File: src/rtl/mpwd_pkg.sv
// Package with timing constants, power states and carried event structs.
package mpwd_pkg;
  localparam int unsigned CLK_HZ = 20000000;
  localparam int unsigned PRESS_MIN_MS = 16;
  localparam int unsigned PRESS_CYCLES = (CLK_HZ / 1000) * PRESS_MIN_MS;
  localparam int unsigned WARN_US = 100;
  localparam int unsigned WARN_CYCLES = (CLK_HZ / 1000000) * WARN_US;
  localparam int unsigned WDOG_MS = 1000;
  localparam int unsigned WDOG_CYCLES = (CLK_HZ / 1000) * WDOG_MS;
  localparam int unsigned NUM_BTN = 4;
  localparam int unsigned BTN_PWR = 0;
  localparam int unsigned BTN_RST = 1;
  localparam int unsigned BTN_SLP = 2;
  localparam int unsigned BTN_LID = 3;

  typedef enum logic [2:0] {
    MPWD_OFF = 3'h0,
    MPWD_WAIT_RAILS = 3'h1,
    MPWD_RUN = 3'h2,
    MPWD_WARN = 3'h3,
    MPWD_SLEEP = 3'h4
  } mpwd_state_t;

  typedef struct packed {
    logic power;
    logic reset;
    logic sleep;
    logic lid_close;
    logic lid_open;
  } mpwd_press_t;

  typedef struct packed {
    logic battery_low;
    logic wake;
    logic bus_alert;
  } mpwd_level_t;
endpackage

File: src/rtl/mpwd_seq.sv
// Power sequencer with button qualification and watchdog for the module pins.
`timescale 1ns/100ps
// Contract
// - Power-good high means carrier rails usable; carrier drives it only then.
// - Power button acts on its qualified falling edge, active low.
// - Reset button low for 16 ms resets the module.
// - Battery-low low level means battery event.
// - Wake low level requests wake from a low power state.
// - Suspend-warning goes low ahead of entering a low power state.
// - S3 power output low in S3, S4 or S5.
// - Soft-off output low whenever in S4 or S5.
// - Sleep button falling edge toggles sleep; held low at least 16 ms.
// - Lid switch enters or leaves sleep; each level held 16 ms.
// - Watchdog restarts on falling edge of the kick input.
// - Watchdog expiry rises when no kick arrives in time.
// - Expiry stays until software clear, reset or power down.
// - Alert low level is a pending management bus event.
module mpwd_seq #(
  parameter int unsigned PRESS_CNT = mpwd_pkg::PRESS_CYCLES,
  parameter int unsigned WARN_CNT = mpwd_pkg::WARN_CYCLES,
  parameter int unsigned WDOG_CNT = mpwd_pkg::WDOG_CYCLES
) (
  input wire logic core_clk,
  input wire logic sys_rst,
  input wire logic carrier_rails_good,
  input wire logic power_button_n,
  input wire logic reset_button_n,
  input wire logic sleep_button_n,
  input wire logic lid_switch_n,
  input wire logic battery_low_n,
  input wire logic wake_n,
  input wire logic watchdog_kick_n,
  input wire logic mgmt_bus_alert_n,
  input wire logic wdog_clear,
  input wire logic sleep_request,
  output logic suspend_warning_n,
  output logic sleep_s3_power_n,
  output logic soft_off_state_n,
  output logic watchdog_expired,
  output logic module_reset,
  output mpwd_pkg::mpwd_press_t press_events,
  output mpwd_pkg::mpwd_level_t level_events,
  output mpwd_pkg::mpwd_state_t power_state
);
  import mpwd_pkg::*;

  initial begin
    if (PRESS_CNT < 2 || WARN_CNT < 1 || WDOG_CNT < 2) begin
      $error("mpwd_seq: counts too small");
    end
  end

  logic [NUM_BTN-1:0] raw_n;
  logic [NUM_BTN-1:0] sync1;
  logic [NUM_BTN-1:0] sync2;
  logic [NUM_BTN-1:0] stable;
  logic [NUM_BTN-1:0] fall;
  logic [NUM_BTN-1:0] rise;
  logic [2:0] lvl1;
  logic [2:0] lvl2;
  logic kick1;
  logic kick2;
  logic kick3;
  logic kick_fall;
  logic [31:0] wdog_cnt;
  logic [31:0] warn_cnt;
  logic want_sleep;
  logic want_wake;
  logic wdog_fire;

  assign raw_n = {lid_switch_n, sleep_button_n, reset_button_n, power_button_n};

  always_ff @(posedge core_clk) begin
    if (sys_rst) begin
      sync1 <= '1;
      sync2 <= '1;
      lvl1 <= 3'h7;
      lvl2 <= 3'h7;
      kick1 <= 1'b1;
      kick2 <= 1'b1;
    end else begin
      sync1 <= raw_n;
      sync2 <= sync1;
      lvl1 <= {battery_low_n, wake_n, mgmt_bus_alert_n};
      lvl2 <= lvl1;
      kick1 <= watchdog_kick_n;
      kick2 <= kick1;
    end
  end

  // minimum time filter for low and high levels; a level must persist before it is accepted.
  for (genvar i = 0; i < NUM_BTN; i++) begin : g_btn
    logic [31:0] cnt;
    always_ff @(posedge core_clk) begin
      if (sys_rst) begin
        cnt <= 32'h0;
        stable[i] <= 1'b1;
        fall[i] <= 1'b0;
        rise[i] <= 1'b0;
      end else begin
        fall[i] <= 1'b0;
        rise[i] <= 1'b0;
        if (sync2[i] == stable[i]) begin
          cnt <= 32'h0;
        end else if (cnt == PRESS_CNT - 1) begin
          cnt <= 32'h0;
          stable[i] <= sync2[i];
          fall[i] <= ~sync2[i];
          rise[i] <= sync2[i];
        end else begin
          cnt <= cnt + 32'h1;
        end
      end
    end
  end

  always_ff @(posedge core_clk) begin
    if (sys_rst) begin
      level_events <= '0;
    end else begin
      level_events.battery_low <= ~lvl2[2];
      level_events.wake <= ~lvl2[1];
      level_events.bus_alert <= ~lvl2[0];
    end
  end

  always_ff @(posedge core_clk) begin
    if (sys_rst) begin
      press_events <= '0;
    end else begin
      press_events.power <= fall[BTN_PWR];
      press_events.reset <= fall[BTN_RST];
      press_events.sleep <= fall[BTN_SLP];
      press_events.lid_close <= fall[BTN_LID];
      press_events.lid_open <= rise[BTN_LID];
    end
  end

  always_ff @(posedge core_clk) begin
    if (sys_rst) begin
      module_reset <= 1'b0;
    end else begin
      module_reset <= fall[BTN_RST];
    end
  end

  assign want_sleep = fall[BTN_SLP] | fall[BTN_LID] | sleep_request;
  assign want_wake = fall[BTN_SLP] | rise[BTN_LID] | ~lvl2[1] | fall[BTN_PWR];

  // power state sequencing; rails gate every way to run.
  always_ff @(posedge core_clk) begin
    if (sys_rst) begin
      power_state <= MPWD_OFF;
      warn_cnt <= 32'h0;
    end else begin
      case (power_state)
        MPWD_OFF: begin
          if (fall[BTN_PWR]) begin
            power_state <= MPWD_WAIT_RAILS;
          end
        end
        MPWD_WAIT_RAILS: begin
          if (carrier_rails_good) begin
            power_state <= MPWD_RUN;
          end
        end
        MPWD_RUN: begin
          if (!carrier_rails_good) begin
            power_state <= MPWD_WAIT_RAILS;
          end else if (fall[BTN_PWR] || want_sleep) begin
            warn_cnt <= 32'h0;
            power_state <= MPWD_WARN;
          end
        end
        MPWD_WARN: begin
          if (warn_cnt == WARN_CNT - 1) begin
            power_state <= MPWD_SLEEP;
          end else begin
            warn_cnt <= warn_cnt + 32'h1;
          end
        end
        MPWD_SLEEP: begin
          if (want_wake) begin
            power_state <= MPWD_WAIT_RAILS;
          end
        end
        default: begin
          power_state <= MPWD_OFF;
        end
      endcase
    end
  end

  // state outputs; soft off covers the off state.
  always_ff @(posedge core_clk) begin
    if (sys_rst) begin
      suspend_warning_n <= 1'b1;
      sleep_s3_power_n <= 1'b0;
      soft_off_state_n <= 1'b0;
    end else begin
      suspend_warning_n <= !(power_state == MPWD_WARN || power_state == MPWD_SLEEP);
      sleep_s3_power_n <= !(power_state == MPWD_OFF || power_state == MPWD_SLEEP);
      soft_off_state_n <= power_state != MPWD_OFF;
    end
  end

  always_ff @(posedge core_clk) begin
    if (sys_rst) begin
      kick3 <= 1'b1;
    end else begin
      kick3 <= kick2;
    end
  end
  assign kick_fall = kick3 & ~kick2;

  // watchdog count; runs only while the system runs.
  always_ff @(posedge core_clk) begin
    if (sys_rst || power_state != MPWD_RUN || kick_fall) begin
      wdog_cnt <= 32'h0;
    end else if (wdog_cnt == WDOG_CNT - 1) begin
      wdog_cnt <= 32'h0;
    end else begin
      wdog_cnt <= wdog_cnt + 32'h1;
    end
  end
  assign wdog_fire = power_state == MPWD_RUN && !kick_fall && wdog_cnt == WDOG_CNT - 1;

  // sticky expiry; software may clear it in any state, but a fire wins the cycle.
  always_ff @(posedge core_clk) begin
    if (sys_rst) begin
      watchdog_expired <= 1'b0;
    end else if (wdog_fire) begin
      watchdog_expired <= 1'b1;
    end else if (wdog_clear || power_state == MPWD_OFF) begin
      watchdog_expired <= 1'b0;
    end
  end
endmodule

File: config.mk
export PLATFORM = sky130hd
export DESIGN_NAME = mpwd_seq
export DESIGN_NICKNAME = d
export VERILOG_FILES = /design/src/rtl/mpwd_pkg.sv /design/src/rtl/mpwd_seq.sv
export SDC_FILE = /design/constraint.sdc
export NUM_CORES = 1
export LEC_CHECK = 0
export BUFFER_PORTS_ARGS = -buffer_cell sky130_fd_sc_hd__buf_4
export CORE_MARGIN = 1.5
export CORE_UTILIZATION = 45
export CTS_BUF_LIST = sky130_fd_sc_hd__clkbuf_2 sky130_fd_sc_hd__clkbuf_4 sky130_fd_sc_hd__clkbuf_8
export CTS_CLUSTER_DIAMETER = 60
export CTS_CLUSTER_SIZE = 20
export DETAILED_ROUTE_END_ITERATION = 6
export HOLD_SLACK_MARGIN = 0.15
export SYNTH_ARGS = -nofsm -noshare
export SYNTH_HDL_FRONTEND = slang
export SYNTH_SLANG_ARGS = --single-unit
export TNS_END_PERCENT = 10
File: constraint.sdc
create_clock -name core_clk -period 2.8 [get_ports core_clk]
set_clock_uncertainty 0.1 [all_clocks]
set_input_delay 0 -clock core_clk [delete_from_list [all_inputs] [get_ports core_clk]]
set_output_delay 0 -clock core_clk [all_outputs]
set_load 0.01 [all_outputs]
==> impl_results.md <==
- Least-Margin Pin Slew: a little under 800 ps
- CP Launch Point: fall[2]
- IO Count: 29
- Final WS setup: 306 ps
- Tcrit/Tclk final: 89.1%
- Maxcap violations: 0
- Synth Register Bits: approximately 230
- Max FO, Critical Path: 9
- Syn_area_per_cell: about 8.7 sq um
- Drt first pass iters: 5
- Unrepaired setup endpoints after global routing: no
- WP data arrival: 2900 ps
- Antenna violations before repair: 1
- Layout fillers: ~2200
- Final Util: 51.1%
- Port bufs: 28
- Count of nets after finishing: 1287
- Most frequent cells in the layout: dfxtp_1, nor2_1, xnor2_1
- Iter 0 DRT Violations: 433
- Post-CTS setup buffer count: 0
- First-pass GRT wire length: 36900 um
- Synthesis warning total: 0
- Via count: 8470
- Minimum clock period: 2490 ps
- Gate Count Post-Synth: around 1200
- CTS tree: built
- Die Ht: 157 um
- Worst EP required: approximately 3200 ps
- Layout cells sized above 1: ~10%
- Internal reg-to-reg setup slack: 310 ps
- Max transition margin: between 40% and 50%
- EDFF count, synth: 0
- Power, Total: 5.90 mW
- Post-synthesis sequential area ratio: a little over two fifths
- Yosys top cell by area: dfxtp_1
- Number of global-route vias before repair: a little under 8000
- P&R area growth vs syn: 12.3%
- Worst slack, placed: roughly 450 ps
- PD cells: 495 nW/um^2
- CTS max path bufs: 3
- Placed Area: 11100 sq um
- Worst-path clk slew: ~110 ps
- Global-route usage over all layers: 17.8%
- Synth top area share: 43.9%
- Worst-Skew Late Latency: 560 ps
- DRC viols: 0
- Met3 wire len: about 760 um
- Die ar.: 24500 sq um
- Most common cell after layout, fill and taps aside: dfxtp_1
- Top layer in use: met4
- Synth unique cells: 73
- Wl on met1: 11000 um
- Hold crit path type: reg -> reg
- DP HPWL: 14100 um
- Wirelength per Cell: between 10 and 15 um
- Antenna Nets Post-Route: 0
- FF-to-FF Start: fall[2]
- R2r worst-path depth: 7
- Crit Path Class: reg -> reg
- TritonCTS Sinks: around 230
- Synth Net Count: roughly 1200
- Die W: 157 um
- FP Rows: 56
- Ys flop type: dfxtp_1
- VDD IR max: 0.355 mV
- Clock root buffer: clkbuf_8
- Initial Util: 45.5%
- Startpoint Class: flip-flop
- CP endpoint kind: flip-flop
- Placer congestion estimate: 0.836
- Pin count of the biggest net entering global routing: 36
- Maximum clock rate: about 0.4 GHz
- Vias per Instance: ~5.3
- Lkg Pwr: between 3 and 4 nW
- R2R Path End: warn_cnt[14]
- Sum Neg Setup Slack: 0 ps
- Critical Path Sink: warn_cnt[14]
- Routed wl met2: around 9500 um
- Post-Syn Area: ~11000 sq um
- Final Max Tran Viols: 0
- Total CTS buffers: 22
- Post-route cell area: 11900 sq um
- Synth area leaders: dfxtp_1, xnor2_1, nor2_1, xor2_1, nand4_1
- GRT overflow: 0
- Final hold vios: 0
- Core area: 23300 sq um
- Routed wire length: approximately 22000 um
- # setup viols final: 0
- Status: finished, final reports clean
- H-tree levels: 1
- Ys async rst share: 0%
power breakdown:
part,internal [mW],switching [mW]
logic,0.0543,0.0507
clock network,1.07,1.40
registers,3.33,0.00559
total,4.45,1.46
routing by layer:
layer / global-route usage, % / vias to the layer above
li1: - / 4397
met1: 25.4 / 3935
met2: 28.4 / 116
met3: 2.69 / 22
met4: 3.99 / 0
met5: 0 / -
worst max-delay path, cell delays in order (launching register included):
cell,delay [ps]
dfxtp_1,330
or4_1,540
nand4b_1,110
buf_4,130
dlygate4sd3_1,810
nand2_1,80
mux2_2,260
nor2_1,80
worst min-delay path by stage:
| stage | endpoint | cells after the start | startpoint |
|---|---|---|---|
| 2_1_floorplan | kick1 | 1 | watchdog_kick_n |
| 3_3_place_gp | sync1[1] | 2 | reset_button_n |
| 3_5_place_dp | sync1[0] | 2 | power_button_n |
| 4_1_cts | level_events[2] | 3 | sys_rst |
| 5_1_grt | lvl2[0] | 1 | lvl1[0] |
| 6_report | lvl2[0] | 1 | lvl1[0] |
flip-flops by register name, indices dropped and copies added (netlist names), 3 cells and up:
name	count
power_state	3
warn_cnt	32
level_events	3
g_btn.cnt	128
press_events	4
lvl1	3
stable	4
wdog_cnt	32
sync1	4
fall	4
sync2	4
lvl2	3
cells by family (layout without fill, tap and decap cells):
group | count (synthesis) | count (layout) | share of synthesized area [%]
AO/OA/AOI/OAI | 103 | 103 | 6.82
XOR/XNOR | 145 | 145 | 12.0
adder cells (fa/ha/maj) | 6 | 6 | 0.707
buffers and inverters | 98 | 154 | 4.06
flip-flops | 233 | 233 | 43.9
multiplexers | 5 | 5 | 0.495
other | 0 | 1 | 0
AND/OR/NAND/NOR | 638 | 638 | 32.1
through the flow:
step	instances	hold WS [ps]
after floorplan	1228	3.81
after global placement	1537	84.7
after detailed placement	1537	87.8
after CTS	1603	280
after global routing	1604	300
final	1604	285
what timing repair did:
| item | 4_1_cts | 5_1_grt |
|---|---|---|
| hold buffers | 26 | 0 |
| resized for setup | 0 | 0 |
| endpoints found under the hold margin | 54 | 0 |
Yosys cell counts (18+ instances only):
cell / instances
nand4_1: 54
and3_1: 34
nor3_1: 42
nand3_1: 58
xnor2_1: 104
buf_2: 23
dfxtp_1: 233
nand2_1: 72
inv_1: 38
nor4_1: 53
and4_1: 23
a21oi_1: 20
xor2_1: 41
nor2_1: 196
or2_2: 18
clkbuf_1: 24
layout make-up:
| cell class | count | area [sq um] | share of cell area, % |
|---|---|---|---|
| inverter | 38 | 143 | 1.20 |
| clock buffer | 27 | 359 | 3.01 |
| multi-input combinational | 897 | 5530 | 46.3 |
| antenna | 1 | 2.50 | 0.0210 |
| tap | 319 | 399 | 3.35 |
| sequential | 233 | 4660 | 39.1 |
| timing repair buffer | 76 | 636 | 5.33 |
| clock inverter | 13 | 195 | 1.64 |
No activity file was read; power rests on OpenSTA's default activity.
